==> src/include/sob_pkg.sv <==
// Constants, offsets and types of the operational bypass logic.
// Assumes a 100 MHz system clock and a single AHB-Lite slave port.
package sob_pkg;
  // Clock and timing
  localparam int unsigned CLK_NS        = 10;
  localparam int unsigned SD_DELAY_S    = 10;
  localparam int unsigned SD_DELAY_CYC  =
    32'(64'(SD_DELAY_S) * 64'd1_000_000_000 / 64'(CLK_NS));
  localparam int unsigned TBV_WIN_MS    = 500;
  localparam int unsigned TBV_WIN_CYC   =
    32'(64'(TBV_WIN_MS) * 64'd1_000_000 / 64'(CLK_NS));
  // Plant sizes and levels
  localparam int unsigned NUM_DIV       = 4;
  localparam int unsigned NUM_LINE      = 4;
  localparam int unsigned NUM_TBV       = 4;
  localparam int unsigned NUM_STARTUP_RANGE_MONITOR      = 4;
  localparam int unsigned PCT_W         = 8;
  localparam logic [7:0]  LOW_PWR_PCT   = 8'h28;
  localparam logic [7:0]  TBV_OPEN_PCT  = 8'h0A;
  localparam logic [7:0]  TBV_REQ_RST   = 8'h02;
  localparam logic [7:0]  COINC_MIN     = 8'h02;
  // Register byte offsets
  localparam logic [7:0]  ADDR_SETPT    = 8'h00;
  localparam logic [7:0]  ADDR_TBVREQ   = 8'h04;
  localparam logic [7:0]  ADDR_BYPASS   = 8'h08;
  localparam logic [7:0]  ADDR_TRIP     = 8'h0C;
  localparam logic [7:0]  ADDR_ALARM    = 8'h10;
  // Field positions of the bypass status word
  localparam int unsigned POS_HDR       = 8;
  localparam int unsigned POS_SIV       = 12;
  localparam int unsigned POS_LINE      = 16;
  // AHB encodings
  localparam logic [1:0]  HTRANS_NONSEQ = 2'h2;
  localparam logic [31:0] RD_ZERO       = 32'h0000_0000;
  // Mode selector positions
  typedef enum logic [1:0] {
    MODE_SD,
    MODE_RF,
    MODE_SU,
    MODE_RUN
  } sob_mode_e;
endpackage

==> src/rtl/sob_bypass.sv <==
// Operational bypass logic of one scram protection cabinet.
// Assumes plant inputs synchronous to clk_sys and an AHB-Lite master.
//
// Behaviour
// RQ1: Turbine valve trips masked below low power
// RQ2: Enough bypass valves open in window masks
// RQ3: Low power mask drops above setpoint automatically
// RQ4: Turbine valve bypass shown in control room
// RQ5: Header pressure bypass only Shutdown or Refuel
// RQ6: Per division manual header pressure bypass switch
// RQ7: Header bypass gives rod block and indication
// RQ8: Startup or Run cancels header bypass
// RQ9: Alarm if header switch set in Startup/Run
// RQ10: Steam valve trip masked at low pressure; code masks it only outside Run
// RQ11: Four line switches mask closed valve trips
// RQ12: Bus loss trip masked except in Run
// RQ13: Shutdown entry scrams, bypassed after ten seconds
// RQ14: Run masks startup monitor trips and blocks
// RQ15: Run forces neutron monitoring coincident mode
// RQ16: Alarm on non-coincident switch in Run
// RQ17: Non-coincident division trips on any single trip
// RQ18: Vessel level high trip masked except Run
// RQ19: Condenser pressure trip masked except Run
// RQ20: Checks run always, never mask or scram
// RQ21: Invalid mode selector reading treated as Run
//
// Our own choices: the AHB-Lite slave port and the register offsets.
`timescale 1ns/1ps
module sob_bypass
#(
  parameter int unsigned ND          = sob_pkg::NUM_DIV,
  parameter int unsigned NL          = sob_pkg::NUM_LINE,
  parameter int unsigned NT          = sob_pkg::NUM_TBV,
  parameter int unsigned NS          = sob_pkg::NUM_STARTUP_RANGE_MONITOR,
  parameter int unsigned SD_DELAY    = sob_pkg::SD_DELAY_CYC,
  parameter int unsigned TBV_WINDOW  = sob_pkg::TBV_WIN_CYC
)
(
  // Clock, reset, enable
  input  wire logic                 clk_sys,
  input  wire logic                 rst_b,
  input  wire logic                 ce,
  // AHB-Lite slave
  input  wire logic                 hsel,
  input  wire logic [31:0]          haddr,
  input  wire logic [1:0]           htrans,
  input  wire logic                 hwrite,
  input  wire logic [2:0]           hsize,
  input  wire logic [31:0]          hwdata,
  input  wire logic                 hready,
  output logic [31:0]               hrdata,
  output logic                      hreadyout,
  output logic                      hresp,
  // Mode selector, one-hot {run, startup, refuel, shutdown}
  input  wire logic [3:0]           mode_sel,
  // Turbine valves
  input  wire logic [7:0]           power_pct,
  input  wire logic [NT*8-1:0]      tbv_pos,
  input  wire logic                 tsv_trip_in,
  input  wire logic                 tcv_trip_in,
  output logic                      tsv_trip_out,
  output logic                      tcv_trip_out,
  output logic                      turb_byp_ind,
  // Accumulator header pressure
  input  wire logic [ND-1:0]        hdr_trip_in,
  input  wire logic [ND-1:0]        hdr_byp_sw,
  output logic [ND-1:0]             hdr_trip_out,
  output logic [ND-1:0]             hdr_byp_ind,
  output logic [ND-1:0]             rod_wd_block,
  output logic                      hdr_sw_alarm,
  // Steam isolation valves
  input  wire logic [ND-1:0]        siv_low_press,
  input  wire logic [NL-1:0]        siv_line_closed,
  input  wire logic [NL-1:0]        siv_line_sw,
  output logic [ND-1:0]             siv_trip_out,
  output logic [ND-1:0]             siv_byp_ind,
  output logic [NL-1:0]             line_byp_ind,
  // Bus loss, level, condenser
  input  wire logic                 bus_loss_in,
  input  wire logic                 level_hi_in,
  input  wire logic                 cond_hi_in,
  output logic                      bus_loss_out,
  output logic                      level_hi_out,
  output logic                      cond_hi_out,
  output logic                      mode_byp_ind,
  // Mode shutdown scram
  output logic                      mode_scram,
  output logic                      sd_byp_ind,
  // Neutron monitoring
  input  wire logic [NS-1:0]        startup_range_monitor_trip_in,
  input  wire logic [ND-1:0]        noncoinc_sw,
  input  wire logic                 startup_range_monitor_block_in,
  output logic [ND-1:0]             startup_range_monitor_div_trip,
  output logic                      startup_range_monitor_block_out,
  output logic [ND-1:0]             nms_coinc,
  output logic                      noncoinc_alarm,
  // Channel check
  output logic                      chk_fault
);

  ////////////////////////////////////////////////////////////////////////
  // Mode decoding
  function automatic sob_pkg::sob_mode_e decode_mode(input logic [3:0] s);
    sob_pkg::sob_mode_e m;
    m = sob_pkg::MODE_RUN;
    unique case (s)
      4'h1:    m = sob_pkg::MODE_SD;
      4'h2:    m = sob_pkg::MODE_RF;
      4'h4:    m = sob_pkg::MODE_SU;
      default: m = sob_pkg::MODE_RUN;
    endcase
    return m;
  endfunction

  sob_pkg::sob_mode_e mode;
  logic               mode_bad;
  logic               in_sd;
  logic               in_rf;
  logic               in_su;
  logic               in_run;

  assign mode     = decode_mode(mode_sel);                 // [RQ21]
  assign mode_bad = !(mode_sel inside {4'h1, 4'h2, 4'h4, 4'h8});
  assign in_sd    = (mode == sob_pkg::MODE_SD);
  assign in_rf    = (mode == sob_pkg::MODE_RF);
  assign in_su    = (mode == sob_pkg::MODE_SU);
  assign in_run   = (mode == sob_pkg::MODE_RUN);

  ////////////////////////////////////////////////////////////////////////
  // Registers
  logic [7:0]  setpt;
  logic [7:0]  tbv_req;
  logic        wr_pend;
  logic [7:0]  wr_addr;
  logic        addr_ok;
  logic        take;
  logic [31:0] rd_word;
  logic [31:0] byp_word;
  logic [31:0] trip_word;
  logic [31:0] alarm_word;

  assign hreadyout = ce;
  assign hresp     = 1'b0;
  assign take      = ce && hready && hsel &&
                     (htrans == sob_pkg::HTRANS_NONSEQ);
  assign addr_ok   = (haddr[31:8] == 24'h00_0000);

  ////////////////////////////////////////////////////////////////////////
  // Turbine valve trips
  logic [NT-1:0] tbv_open;
  logic [7:0]    tbv_cnt;
  logic          low_pwr;
  logic          turb_raw;
  logic          turb_raw_q;
  logic          win_act;
  logic [31:0]   win_cnt;
  logic          tbv_byp;
  logic          turb_mask;

  genvar gi;
  generate
    for (gi = 0; gi < NT; gi++)
    begin : g_tbv
      assign tbv_open[gi] = (tbv_pos[gi*8 +: 8] >= sob_pkg::TBV_OPEN_PCT);
    end
  endgenerate

  always_comb
  begin
    tbv_cnt = 8'h00;
    for (int i = 0; i < NT; i++)
      tbv_cnt = tbv_cnt + 8'(tbv_open[i]);
  end

  assign low_pwr   = (power_pct < setpt);                  // [RQ1] [RQ3]
  assign turb_raw  = tsv_trip_in || tcv_trip_in;
  // Edge term holds trips off before the window flag rises
  assign turb_mask = low_pwr || tbv_byp || win_act ||      // [RQ2]
                     (turb_raw && !turb_raw_q);

  ////////////////////////////////////////////////////////////////////////
  // Header pressure, steam isolation, mode scram, monitors
  logic          hdr_permit;
  logic [ND-1:0] hdr_byp;
  logic [ND-1:0] siv_byp;
  logic          siv_line_trip;
  logic          sd_prev;
  logic [31:0]   sd_cnt;
  logic          sd_done;
  logic [7:0]    startup_range_monitor_cnt;
  logic          startup_range_monitor_any;
  logic          startup_range_monitor_coinc;
  logic [ND-1:0] coinc_eff;

  assign hdr_permit = in_sd || in_rf;                      // [RQ5] [RQ8]
  assign hdr_byp    = hdr_byp_sw & {ND{hdr_permit}};       // [RQ6]
  assign siv_byp    = siv_low_press & {ND{!in_run}};       // [RQ10]
  assign siv_line_trip = |(siv_line_closed & ~siv_line_sw); // [RQ11]
  assign sd_done    = (sd_cnt >= SD_DELAY);                // [RQ13]

  always_comb
  begin
    startup_range_monitor_cnt = 8'h00;
    for (int i = 0; i < NS; i++)
      startup_range_monitor_cnt = startup_range_monitor_cnt + 8'(startup_range_monitor_trip_in[i]);
  end

  assign startup_range_monitor_any   = (startup_range_monitor_cnt != 8'h00);
  assign startup_range_monitor_coinc = (startup_range_monitor_cnt >= sob_pkg::COINC_MIN);
  assign coinc_eff  = ~noncoinc_sw | {ND{in_run}};         // [RQ15]

  ////////////////////////////////////////////////////////////////////////
  // Next output values
  logic          next_tsv;
  logic          next_tcv;
  logic          next_turb_ind;
  logic [ND-1:0] next_hdr_trip;
  logic          next_hdr_alarm;
  logic [ND-1:0] next_siv_trip;
  logic          next_bus;
  logic          next_level;
  logic          next_cond;
  logic          next_mode_scram;
  logic          next_sd_ind;
  logic [ND-1:0] next_startup_range_monitor;
  logic          next_nc_alarm;

  assign next_tsv       = tsv_trip_in && !turb_mask;       // [RQ1] [RQ2]
  assign next_tcv       = tcv_trip_in && !turb_mask;       // [RQ1] [RQ2]
  assign next_turb_ind  = low_pwr || tbv_byp;              // [RQ4]
  assign next_hdr_trip  = hdr_trip_in & ~hdr_byp;          // [RQ6]
  assign next_hdr_alarm = (|hdr_byp_sw) && (in_su || in_run); // [RQ9]
  assign next_siv_trip  = {ND{siv_line_trip}} & ~siv_byp;  // [RQ10]
  assign next_bus       = bus_loss_in && in_run;           // [RQ12]
  assign next_level     = level_hi_in && in_run;           // [RQ18]
  assign next_cond      = cond_hi_in && in_run;            // [RQ19]
  assign next_mode_scram = in_sd && !sd_done;              // [RQ13]
  assign next_sd_ind    = in_sd && sd_done;                // [RQ13]
  assign next_nc_alarm  = in_run && (|noncoinc_sw);        // [RQ16]

  generate
    for (gi = 0; gi < ND; gi++)
    begin : g_div
      assign next_startup_range_monitor[gi] = !in_run &&                    // [RQ14]
        (coinc_eff[gi] ? startup_range_monitor_coinc : startup_range_monitor_any);           // [RQ17]
    end
  endgenerate

  ////////////////////////////////////////////////////////////////////////
  // Status words
  assign byp_word = {12'h000,
                     siv_line_sw,
                     siv_byp,
                     hdr_byp,
                     !in_run,
                     sd_done && in_sd,
                     !in_run,
                     !in_run,
                     !in_run,
                     win_act,
                     tbv_byp,
                     low_pwr};
  assign trip_word = {12'h000,
                      startup_range_monitor_div_trip,
                      siv_trip_out,
                      hdr_trip_out,
                      cond_hi_out,
                      level_hi_out,
                      bus_loss_out,
                      mode_scram,
                      1'b0,
                      startup_range_monitor_block_out,
                      tcv_trip_out,
                      tsv_trip_out};
  assign alarm_word = {24'h00_0000,
                       mode_sel,
                       chk_fault,
                       noncoinc_alarm,
                       hdr_sw_alarm,
                       1'b0};

  always_comb
  begin
    unique case (haddr[7:0])
      sob_pkg::ADDR_SETPT:  rd_word = {24'h00_0000, setpt};
      sob_pkg::ADDR_TBVREQ: rd_word = {24'h00_0000, tbv_req};
      sob_pkg::ADDR_BYPASS: rd_word = byp_word;
      sob_pkg::ADDR_TRIP:   rd_word = trip_word;
      sob_pkg::ADDR_ALARM:  rd_word = alarm_word;
      default:              rd_word = sob_pkg::RD_ZERO;
    endcase
    if (!addr_ok)
      rd_word = sob_pkg::RD_ZERO;
  end

  ////////////////////////////////////////////////////////////////////////
  // Bus state
  always_ff @(posedge clk_sys or negedge rst_b)
  begin
    if (!rst_b)
    begin
      hrdata  <= 32'h0000_0000;
      wr_pend <= 1'b0;
      wr_addr <= 8'h00;
    end
    else if (ce)
    begin
      if (take && !hwrite)
        hrdata <= rd_word;
      wr_pend <= take && hwrite && addr_ok;
      wr_addr <= haddr[7:0];
    end
  end

  always_ff @(posedge clk_sys or negedge rst_b)
  begin
    if (!rst_b)
    begin
      setpt   <= sob_pkg::LOW_PWR_PCT;
      tbv_req <= sob_pkg::TBV_REQ_RST;
    end
    else if (ce && wr_pend)
    begin
      if (wr_addr == sob_pkg::ADDR_SETPT)
        setpt <= hwdata[7:0];
      if (wr_addr == sob_pkg::ADDR_TBVREQ)
        tbv_req <= hwdata[7:0];
    end
  end

  ////////////////////////////////////////////////////////////////////////
  // Bypass valve window
  always_ff @(posedge clk_sys or negedge rst_b)
  begin
    if (!rst_b)
    begin
      turb_raw_q <= 1'b0;
      win_act    <= 1'b0;
      win_cnt    <= 32'h0000_0000;
      tbv_byp    <= 1'b0;
    end
    else if (ce)
    begin
      turb_raw_q <= turb_raw;
      if (!turb_raw)
      begin
        win_act <= 1'b0;
        tbv_byp <= 1'b0;
      end
      else if (!turb_raw_q)
      begin
        win_act <= 1'b1;                                   // [RQ2]
        win_cnt <= 32'h0000_0000;
      end
      else if (win_act)
      begin
        if (tbv_cnt >= tbv_req)
        begin
          tbv_byp <= 1'b1;                                 // [RQ2]
          win_act <= 1'b0;
        end
        else if (win_cnt >= TBV_WINDOW - 1)
          win_act <= 1'b0;
        else
          win_cnt <= win_cnt + 32'h0000_0001;
      end
    end
  end

  ////////////////////////////////////////////////////////////////////////
  // Shutdown delay
  always_ff @(posedge clk_sys or negedge rst_b)
  begin
    if (!rst_b)
    begin
      sd_prev <= 1'b0;
      sd_cnt  <= 32'h0000_0000;
    end
    else if (ce)
    begin
      sd_prev <= in_sd;
      // Count cleared outside Shutdown, no stale delay on entry
      if (!in_sd || !sd_prev)
        sd_cnt <= 32'h0000_0000;                           // [RQ13]
      else if (!sd_done)
        sd_cnt <= sd_cnt + 32'h0000_0001;
    end
  end

  ////////////////////////////////////////////////////////////////////////
  // Registered outputs
  always_ff @(posedge clk_sys or negedge rst_b)
  begin
    if (!rst_b)
    begin
      tsv_trip_out   <= 1'b0;
      tcv_trip_out   <= 1'b0;
      turb_byp_ind   <= 1'b0;
      hdr_trip_out   <= '0;
      hdr_byp_ind    <= '0;
      rod_wd_block   <= '0;
      hdr_sw_alarm   <= 1'b0;
      siv_trip_out   <= '0;
      siv_byp_ind    <= '0;
      line_byp_ind   <= '0;
      bus_loss_out   <= 1'b0;
      level_hi_out   <= 1'b0;
      cond_hi_out    <= 1'b0;
      mode_byp_ind   <= 1'b0;
      mode_scram     <= 1'b0;
      sd_byp_ind     <= 1'b0;
      startup_range_monitor_div_trip  <= '0;
      startup_range_monitor_block_out <= 1'b0;
      nms_coinc      <= '1;
      noncoinc_alarm <= 1'b0;
      chk_fault      <= 1'b0;
    end
    else if (ce)
    begin
      tsv_trip_out   <= next_tsv;
      tcv_trip_out   <= next_tcv;
      turb_byp_ind   <= next_turb_ind;                     // [RQ4]
      hdr_trip_out   <= next_hdr_trip;
      hdr_byp_ind    <= hdr_byp;                           // [RQ7]
      rod_wd_block   <= hdr_byp;                           // [RQ7]
      hdr_sw_alarm   <= next_hdr_alarm;
      siv_trip_out   <= next_siv_trip;
      siv_byp_ind    <= siv_byp;                           // [RQ10]
      line_byp_ind   <= siv_line_sw;                       // [RQ11]
      bus_loss_out   <= next_bus;
      level_hi_out   <= next_level;
      cond_hi_out    <= next_cond;
      mode_byp_ind   <= !in_run;                           // [RQ12]
      mode_scram     <= next_mode_scram;
      sd_byp_ind     <= next_sd_ind;
      startup_range_monitor_div_trip  <= next_startup_range_monitor;
      startup_range_monitor_block_out <= startup_range_monitor_block_in && !in_run;          // [RQ14]
      nms_coinc      <= coinc_eff;                         // [RQ15]
      noncoinc_alarm <= next_nc_alarm;
      chk_fault      <= mode_bad;                          // [RQ20]
    end
  end

endmodule

==> config.mk <==
export PLATFORM = sky130hd
export DESIGN_NAME = sob_bypass
export DESIGN_NICKNAME = d
export VERILOG_FILES = /design/src/include/sob_pkg.sv /design/src/rtl/sob_bypass.sv
export SDC_FILE = /design/constraint.sdc
export NUM_CORES = 1
export LEC_CHECK = 0
export ABC_AREA = 0
export BUFFER_PORTS_ARGS = -buffer_cell sky130_fd_sc_hd__buf_2
export CORE_MARGIN = 2
export CORE_UTILIZATION = 53
export DETAILED_ROUTE_END_ITERATION = 7
export MAX_ROUTING_LAYER = met4
export PLACE_DENSITY = 0.81
export RECOVER_POWER = 100
export SLEW_MARGIN = 20
export SYNTH_ARGS = -nofsm -noshare
export SYNTH_HDL_FRONTEND = slang
export SYNTH_SLANG_ARGS = --single-unit
==> constraint.sdc <==
create_clock -name clk_sys -period 2.7 [get_ports clk_sys]
set_input_delay 0.54 -clock clk_sys [delete_from_list [all_inputs] [get_ports clk_sys]]
set_output_delay 0.54 -clock clk_sys [all_outputs]
set_load 0.01 [all_outputs]
==> flow_summary.yaml, run 1 <==
power_and_ir_drop:
  seqPwrFrac_pct: 45.3
  ir_drop_mv: 0.442
  clockPowerShare_pct: 45.3
  p_int_mw: 3.99
  totalPowerFinal_mw: 5.40
  power.share.switching_pct: 26.2
  p_sw_mw: 1.41
  p_leak_nw: 4.46
  combPwrFrac_pct: 9.4
  power_density_nw_per_um2: 540
timing:
  min_period_ns: 3.13
  setup_ws_ns: -0.429
  grt_setup_unrepaired: "true"
  clock_skew_ns: 0.00868
  setup_violations: 27
  finalSetupTns_ns: -7.08
  finalHoldViolations: 0
  whs_ns: 0.296
  relSlewSlack_pct: 14.2
  worst_pin_slew_ns: 1.29
  max_clock_freq_mhz: 320
  period_share_pct: 116
  drv_slew: 0
yosys:
  synth_flop_cell: "dfrtp_1"
  synthTopCellsByArea: "dfrtp_1 (46%), mux2_2 (4.2%), o21ai_0 (4.1%), nand2_1 (4.0%), ha_1 (2.8%)"
  synthTopCellsByCount: "dfrtp_1 (147), nand2_1 (86), o21ai_0 (65)"
  synth_edf_count: 0
  ys.warnings.count: 0
  synth.most_common_cell: "dfrtp_1"
  synth_top_area_cell: "dfrtp_1"
  ys_types: 66
  avgSynthCellArea_um2: 9.48
  synth_seq_cells: 154
  synth_cells: 843
  yosysSeqAreaShare_pct: 48.3
  async_flop_share_pct: 100
  syn_area_um2: 7990
  synth_top_area_share_pct: 46.0
clocking:
  clockRootBuffer: "clkbuf_16"
  clk_latency_ns: 0.44
  clk_pin_slew_ns: 0.07
  cts_buffers: 17
  cts_max_path_buffers: 2
  cts_sinks: 154
  cts_max_level: 4
  cts_tree: "yes"
routing:
  dr_wl_met3_um: 1480
  routed-via-count: 7286
  ant_nets: 0
  initialDrtViolationCount: 665
  drt_pass1_iterations: 6
  top_layer: "met4"
  viasPerCell: 5.84
  wl_per_cell_um: 17.0
  drc: 0
  drt-met1-wl_um: 8810
  dr_wl_met2_um: 10200
  wl_um: 21200
global_route:
  grt_pass1_wl_um: 33100
  antenna_found_initial: 2
  gr-total-overflow: 0
  grt_usage_pct: 26.7
  grt_max_degree: 94
  grt_pass1_vias: 6709
place:
  placed_cells: 1201
  hpwl_um: 14300
  preCtsSetupSlack_ns: -0.798
  io_buffers: 187
  globalplace.congestion: 0.888
  dpl-instance-area_um2: 9250
worst_setup_path:
  required_ns: 3.00
  crit_arrival_ns: 3.43
  cpPeakStageDelay_ns: 0.44
  path_cells: "buf_6 -> nor4_2 -> and2_1 -> fa_1 -> inv_2 -> ha_4 -> ha_4 -> ha_4 -> a21oi_4 -> o21ai_4 -> a21oi_4 -> buf_6 -> nand4_4 -> buf_4 -> o21ai_0 -> a21oi_1"
  start_kind: "input pin"
  path_max_fanout: 5
  cp_common_cell: "ha_4"
  crit_buf_inv: 4
  critPathTopFamily: "compound AO/OA/AOI/OAI gates"
  worst_setup_path_end_kind: "flop"
  slowest_stage: "fa_1"
  path_class: "in -> reg"
floorplanning:
  die-area_um2: 16100
  num_rows: 44
  io_pins: 232
  coreArea_um2: 14600
  start_util_pct: 54.6
  die_w_um: 127
  die_h_um: 127
finish:
  syn_to_final_growth_pct: 25.2
  nets: 1222
  drive_above_1_share_pct: 24.4
  finish.utilization_pct: 68.3
  final_area_um2: 10000
  layout.cells.non_filler: 1248
run_status:
  failed_checks: "setup timing"
  outcome: "complete, but fails checks"
worst_hold_path:
  hp-class: "in -> reg"
job:
  drv_cap: 0
power by group through the flow:
| stage | registers, mW | logic, mW | clock network (mW) |
|---|---|---|---|
| after floorplan | 2.50 | 0.229 | 0 |
| after global placement | 2.48 | 0.493 | 0 |
| after detailed placement | 2.49 | 0.505 | 0 |
| after CTS | 2.44 | 0.520 | 2.48 |
| after global routing | 2.46 | 0.567 | 2.57 |
| final | 2.45 | 0.509 | 2.45 |
flip-flops by register name, summed over array words and instances, names as in the netlist, 4 cells and up:
name	cells
hrdata	20
siv_trip_out	4
line_byp_ind	4
hdr_trip_out	4
rod_wd_block	4
win_cnt	32
wr_addr	8
startup_range_monitor_div_trip	4
siv_byp_ind	4
setpt	8
nms_coinc	4
sd_cnt	32
tbv_req	8
kinds of logic after synthesis:
kind of cell               after synthesis  share of synthesized area, %
AOI/OAI and AO/OA                      182                          14.2
DFF                                    154                          48.3
and+or+nand+nor                        320                          20.8
xor gates and xnor gates                27                          2.96
other                                    1                        0.0469
buffers and inverters                  109                          6.08
adders and majority gates               20                          3.32
muxes                                   30                          4.23
metal layers:
| layer | global-route usage, % | vias up |
|---|---|---|
| li1 | - | 3396 |
| met1 | 34.3 | 3520 |
| met2 | 41.6 | 316 |
| met3 | 5.44 | 54 |
| met4 | 11.1 | 0 |
| met5 | - | - |
path summary, 6_finish.rpt:
| kind | cells past startpoint | end | start | slack [ns] |
|---|---|---|---|---|
| setup / recovery | 16 | win_cnt[17] | tbv_pos[30] | -0.43 |
| hold / removal | 2 | nms_coinc[0] | noncoinc_sw[0] | 0.30 |
| setup reg to reg | 6 | sd_cnt[24] | sd_cnt[2] | 0.09 |
| hold reg to reg | 1 | hrdata[7] | hrdata[7] | 0.48 |
| max in group asynchronous | 3 | setpt[1] | rst_b | 0.33 |
| min in group asynchronous | 2 | sd_cnt[10] | rst_b | 0.91 |
layout make-up:
cell class              count  area, um2
fillers                  1110       4640
multi-input cells         592       3870
flip-flops and latches    154       3860
repair buffers            227       1210
clock buffers              17        425
well taps                 184        230
inverters                  57        214
clock inverters            15        178
diodes                      2       5.00
placed cells by master, fill, tap and decap left out, drive strengths merged, types with 8 or more instances in the layout:
master    n
buf     148
dfrtp   147
clkbuf   95
nand2    86
o21ai    69
inv      66
nor2     59
nand3    42
a21oi    32
mux2     30
xor2     21
nand4    20
or3      20
and2     20
a22oi    19
ha       18
nor4     16
o22ai    13
conb     13
nor3     12
and3     12
a31oi    10
a21o      8
or4       8
timing repair:
| item | 4_1_cts | 5_1_grt |
|---|---|---|
| setup endpoints to repair | 27 | 27 |
| hold buffers | 1 | 0 |
| gates cloned | 1 | 1 |
| hold endpoints to repair | 21 | 0 |
| pin swaps | 12 | 13 |
| setup buffers | 6 | 4 |
| resized for setup | 19 | 26 |
Note: power is estimated with default switching activity, not from simulation.
==> inputs of run 2 (changes only) <==
--- a/config.mk
+++ b/config.mk
@@ -8,10 +8,10 @@
 export ABC_AREA = 0
 export BUFFER_PORTS_ARGS = -buffer_cell sky130_fd_sc_hd__buf_2
 export CORE_MARGIN = 2
-export CORE_UTILIZATION = 53
+export CORE_UTILIZATION = 45
 export DETAILED_ROUTE_END_ITERATION = 7
 export MAX_ROUTING_LAYER = met4
-export PLACE_DENSITY = 0.81
+export PLACE_DENSITY = 0.79
 export RECOVER_POWER = 100
 export SLEW_MARGIN = 20
 export SYNTH_ARGS = -nofsm -noshare
==> constraint.sdc (replaced) <==
create_clock -name clk_sys -period 2.85 [get_ports clk_sys]
set_input_delay 0.57 -clock clk_sys [delete_from_list [all_inputs] [get_ports clk_sys]]
set_output_delay 0.57 -clock clk_sys [all_outputs]
set_load 0.01 [all_outputs]
==> run 2 against run 1 <==
Compared with the run above: the flow finishes with violations (capacitance limit, slew limit, setup timing); clock-buffer cell count rose by 4; cell area down 0.18%; via count decreased by 2.2%; utilization is 11 points lower; sequential power fell by 5%; combinational power decreased by 5.3%; clock skew about the same; non-clock buffer count decreased by 1; critical path depth is 1 lower; cell count is 3.1% higher; highest routed layer unchanged.
==> flow_summary.yaml, run 2 (same netlist as run 1, synthesis figures left out) <==
global_route:
  antenna_found_initial: 1
  met1_usage_pct: 28.6
  grt_busiest_layer: "met2"
  met3_usage_pct: 5.08
  met2_usage_pct: 35.5
  grt_pass1_wl_um: 32600
  gr-total-overflow: 0
  grt_max_degree: 44
  grt_pass1_vias: 6746
  grt_usage_pct: 22.7
power_and_ir_drop:
  ir_drop_mv: 0.382
  p_sw_mw: 1.23
  power.share.switching_pct: 23.7
  combPwrFrac_pct: 9.3
  p_leak_nw: 4.45
  totalPowerFinal_mw: 5.17
  seqPwrFrac_pct: 44.9
  clockPowerShare_pct: 45.8
  p_int_mw: 3.95
  power_density_nw_per_um2: 518
routing:
  ant_nets: 0
  wl_um: 20800
  drt_pass1_iterations: 5
  wl_per_cell_um: 16.1
  initialDrtViolationCount: 458
  drc: 0
  viasPerCell: 5.54
  routed-via-count: 7124
timing:
  setup_ws_ns: -0.181
  max_clock_freq_mhz: 330
  worst_pin_slew_ns: 2.53
  clock_skew_ns: 0.00827
  finalHoldViolations: 0
  setup_violations: 22
  whs_ns: 0.334
  min_period_ns: 3.03
  relSlewSlack_pct: -69.0
  period_share_pct: 106
  grt_setup_unrepaired: "true"
  drv_slew: 82
clocking:
  clk_latency_ns: 0.43
  cts_max_level: 4
  clk_pin_slew_ns: 0.06
  cts_tree: "yes"
  cts_sinks: 154
  cts_buffers: 17
  cts_max_path_buffers: 2
  clockRootBuffer: "clkbuf_16"
worst_setup_path:
  regToRegEndpoint: "sd_cnt[20]"
  r2r-start: "sd_cnt[9]"
  start_kind: "input pin"
  path_max_fanout: 3
  required_ns: 3.21
  crit_arrival_ns: 3.39
  r2r_cells: 7
  r2r_slack_ns: 0.11
  path_class: "in -> reg"
  worst_setup_path_end_kind: "flop"
floorplanning:
  num_rows: 48
  die-area_um2: 18800
  die_w_um: 137
  start_util_pct: 46.0
  io_pins: 232
  coreArea_um2: 17400
  die_h_um: 137
job:
  drv_cap: 2
place:
  globalplace.congestion: 0.935
  hpwl_um: 15000
  io_buffers: 187
worst_hold_path:
  holdPathEnd: "nms_coinc[1]"
  hp-class: "in -> reg"
  whs_path_depth: 2
  min-delay-start: "noncoinc_sw[1]"
run_status:
  outcome: "complete, but fails checks"
  failed_checks: "capacitance limit, slew limit, setup timing"
finish:
  layout_common_cells: "dfrtp_1 (147), buf_2 (117), nand2_1 (85), clkbuf_1 (77), nor2_1 (59)"
  top_regs: "sd_cnt (32), win_cnt (32), hrdata (20)"
  drive_above_1_share_pct: 23.9
  finish.utilization_pct: 57.5
  nets: 1221
  syn_to_final_growth_pct: 24.9
  layout_commonest_cell: "dfrtp_1"
## run 2: changes by cell type in the layout (fill, tap and decap cells not counted), sizes merged, moves of 2 or more
cell and change:
bufinv +2, inv -9, clkinvlp +2, buf +4
## run 2: how the worst max path moves through the flow
stage                     slack, ns  depth (start not counted)        start          end
after floorplan               -0.33                         14  tbv_pos[28]  win_cnt[20]
after global placement        -0.57                         15  tbv_pos[28]  win_cnt[10]
after detailed placement      -0.66                         15  tbv_pos[28]   win_cnt[5]
after CTS                     -0.13                         15  tbv_pos[13]  win_cnt[24]
after global routing          -0.31                         15  tbv_pos[13]  win_cnt[14]
final                         -0.18                         15  tbv_pos[13]  win_cnt[24]
## run 2: area by class of cell
| type | count | area (um2) |
|---|---|---|
| Sequential cell | 154 | 3860 |
| Timing Repair Buffer | 226 | 1180 |
| Multi-Input combinational cell | 592 | 3820 |
| Fill cell | 1510 | 7370 |
| Antenna cell | 1 | 2.50 |
| Tap cell | 225 | 282 |
| Inverter | 57 | 214 |
| Clock buffer | 21 | 450 |
| Clock inverter | 11 | 170 |
## run 2: critical path: stages
cell     delay [ns]
buf_6          0.09
nor4_2         0.23
and2_1         0.18
fa_1           0.43
inv_2          0.08
ha_4           0.13
ha_4           0.20
ha_4           0.23
nand2_2        0.06
o21ai_2        0.07
a21oi_4        0.18
nand4_1        0.21
buf_4          0.21
or4_1          0.40
a21oi_1        0.13
## run 2: layer usage
layer / wire [um] / share of wire (%) / vias up
li1: - / - / 3382
met1: 8880 / 43 / 3440
met2: 9970 / 48 / 254
met3: 1280 / 6.1 / 48
met4: 650 / 3.1 / 0
met5: 0 / 0 / -
## run 2: power groups by stage
stage               Clock, mW  Sequential [mW]  Combinational (mW)
floorplan                   0             2.36               0.217
global placement            0             2.35               0.474
detailed placement          0             2.36               0.484
CTS                      2.41             2.32               0.495
global route             2.51             2.33               0.538
finish                   2.37             2.32               0.482
## run 2: what timing repair did
item                       4_1_cts  5_1_grt
buffers inserted                 7        2
pin swaps                       17        4
setup endpoints to repair       20       26
gates cloned                     1        0
gates resized for setup         15       10
hold buffers                     0        0
## run 2: metrics by stage
step / instances / area, um2 / TNS (ns) / setup slack (ns)
2_1_floorplan: 855 / 8120 / -5.43 / -0.332
3_3_place_gp: 1244 / 9310 / -12.40 / -0.573
3_5_place_dp: 1244 / 9310 / -14.58 / -0.664
4_1_cts: 1284 / 10100 / -1.28 / -0.126
5_1_grt: 1287 / 9980 / -7.41 / -0.307
6_report: 1287 / 9980 / -1.75 / -0.181
==> inputs of run 3 (changes only) <==
--- a/config.mk
+++ b/config.mk
@@ -11,7 +11,7 @@
 export CORE_UTILIZATION = 45
 export DETAILED_ROUTE_END_ITERATION = 7
 export MAX_ROUTING_LAYER = met4
-export PLACE_DENSITY = 0.79
+export PLACE_DENSITY = 0.76
 export RECOVER_POWER = 100
 export SLEW_MARGIN = 20
 export SYNTH_ARGS = -nofsm -noshare
==> constraint.sdc (replaced) <==
create_clock -name clk_sys -period 3.35 [get_ports clk_sys]
set_input_delay 0.5025 -clock clk_sys [delete_from_list [all_inputs] [get_ports clk_sys]]
set_output_delay 0.5025 -clock clk_sys [all_outputs]
set_load 0.01 [all_outputs]
==> run 3 against run 2 <==
Compared with the run above: the run ends with capacitance limit, slew limit left; clock-buffer cell count down 1; worst setup slack better by 0.35 ns; cell count down 1.1%; global-route usage up 0.55 points; combinational power down 20%; via count down 1.3%; routed wire length down 2.0%; non-clock buffer count down 13; utilization down 1.5 points; clock skew down 0.0010 ns; die area unchanged.
==> flow_summary.yaml, run 3 (same netlist as run 1, synthesis figures left out) <==
run_status:
  outcome: "complete, but fails checks"
  failed_checks: "capacitance limit, slew limit"
routing:
  ant_nets: 0
  drc: 0
  initialDrtViolationCount: 455
  drt_pass1_iterations: 5
  wl_per_cell_um: 16.0
  routed-via-count: 7033
  viasPerCell: 5.52
  wl_um: 20400
timing:
  min_period_ns: 3.18
  clock_skew_ns: 0.00726
  finalSetupTns_ns: 0
  period_share_pct: 94.9
  whs_ns: 0.264
  max_clock_freq_mhz: 315
  setup_violations: 0
  worst_pin_slew_ns: 2.07
  grt_setup_unrepaired: "true"
  setup_ws_ns: 0.171
  drv_slew: 176
  finalHoldViolations: 0
  relSlewSlack_pct: -38.2
clocking:
  cts_max_path_buffers: 2
  cts_buffers: 17
  clk_latency_ns: 0.42
  cts_sinks: 154
  clockRootBuffer: "clkbuf_16"
  cts_hold_buf: 0
  clk_pin_slew_ns: 0.06
  cts_tree: "yes"
  cts_max_level: 4
worst_setup_path:
  required_ns: 3.70
  crit_buf_inv: 3
  crit_arrival_ns: 3.53
  path_cells: "buf_2 -> nor4_4 -> and2_4 -> fa_1 -> inv_1 -> ha_1 -> ha_1 -> ha_1 -> nand2_1 -> o21ai_2 -> a21oi_4 -> nand4_1 -> buf_4 -> or3_1 -> a21oi_2"
  worst_setup_path_end_kind: "flop"
  r2r-start: "win_cnt[0]"
  slowest_stage: "fa_1"
  critPathLaunch: "tbv_pos[30]"
  r2r_slack_ns: 0.89
  path_class: "in -> reg"
  cpPeakStageDelay_ns: 0.40
  cp_common_cell: "ha_1"
  regToRegEndpoint: "win_cnt[20]"
  critPathTopFamily: "simple AND/OR/NAND/NOR gates"
  r2r_cells: 7
  start_kind: "input pin"
  path_max_fanout: 5
  worst-path-stages: 15
  critPathCapture: "win_cnt[20]"
power_and_ir_drop:
  ir_drop_mv: 0.392
  totalPowerFinal_mw: 4.27
  p_leak_nw: 4.34
  power_density_nw_per_um2: 439
place:
  preCtsSetupSlack_ns: -0.567
  hpwl_um: 14600
  io_buffers: 187
  dpl-instance-area_um2: 9190
  globalplace.congestion: 0.831
  placed_cells: 1239
global_route:
  antenna_found_initial: 0
  grt_pass1_wl_um: 33500
  grt_max_degree: 89
  gr-total-overflow: 0
  grt_pass1_vias: 6797
  grt_usage_pct: 23.3
finish:
  layout_commonest_cell: "dfrtp_1"
  top_regs: "sd_cnt (32), win_cnt (32), hrdata (20)"
  drive_above_1_share_pct: 22.2
  nets: 1208
  fillers: 1546
  layout.cells.non_filler: 1273
  syn_to_final_growth_pct: 21.8
  layout_common_cells: "dfrtp_1 (147), buf_2 (117), nand2_1 (86), clkbuf_1 (72), o21ai_0 (64)"
  finish.utilization_pct: 56.0
  num_antenna_cells: 0
  final_area_um2: 9730
floorplanning:
  io_pins: 232
  die-area_um2: 18800
  coreArea_um2: 17400
  die_h_um: 137
  start_util_pct: 46.0
  die_w_um: 137
  num_rows: 48
worst_hold_path:
  hp-class: "in -> reg"
job:
  drv_cap: 2
run 3: cell count changes in the layout (fill, tap and decap cells not counted), moves of 3 or more:
cell	change
nand3_2	-3
and2_1	-6
clkbuf_1	-5
o21ai_0	+10
nand3_1	+3
ha_4	-5
clkbuf_2	+6
buf_4	-6
and2_0	+5
o21ai_1	-10
buf_6	-7
ha_1	+5
run 3: area by class of cell:
| class | count | area [um2] | area share [%] |
|---|---|---|---|
| Sequential cell | 154 | 3860 | 39.7 |
| Multi-Input combinational cell | 592 | 3750 | 38.5 |
| Timing Repair Buffer | 213 | 1030 | 10.6 |
| Clock buffer | 20 | 447 | 4.59 |
| Tap cell | 225 | 282 | 2.89 |
| Inverter | 57 | 214 | 2.20 |
| Clock inverter | 12 | 141 | 1.45 |
run 3: timing repair:
| action | 4_1_cts | 5_1_grt |
|---|---|---|
| buffers inserted | 1 | 1 |
| endpoints found under the setup margin | 13 | 19 |
| pin swaps | 2 | 4 |
| gates resized for setup | 2 | 11 |
| endpoints found under the hold margin | 0 | 0 |
run 3: power by group:
group,total (mW),switching (mW),internal (mW)
clock,1.92,0.792,1.12
sequential,1.97,0.0512,1.92
combinational,0.384,0.231,0.153
total,4.27,1.07,3.20
run 3: layer usage:
| metal | part of all wire [%] | track usage, % | wire, um |
|---|---|---|---|
| met5 | 0 | - | 0 |
| met1 | 44 | 30.5 | 9010 |
| met4 | 1.5 | 7.33 | 300 |
| met2 | 48 | 36.5 | 9860 |
| met3 | 5.9 | 4.75 | 1190 |
run 3: worst min path at each step:
stage,start,endpoint,depth (start not counted)
6_report,noncoinc_sw[2],nms_coinc[2],2
5_1_grt,noncoinc_sw[2],nms_coinc[2],2
4_1_cts,rst_b,wr_addr[3],1
3_5_place_dp,sd_cnt[31],sd_cnt[31],1
3_3_place_gp,hrdata[1],hrdata[1],1
2_1_floorplan,rst_b,bus_loss_out,0
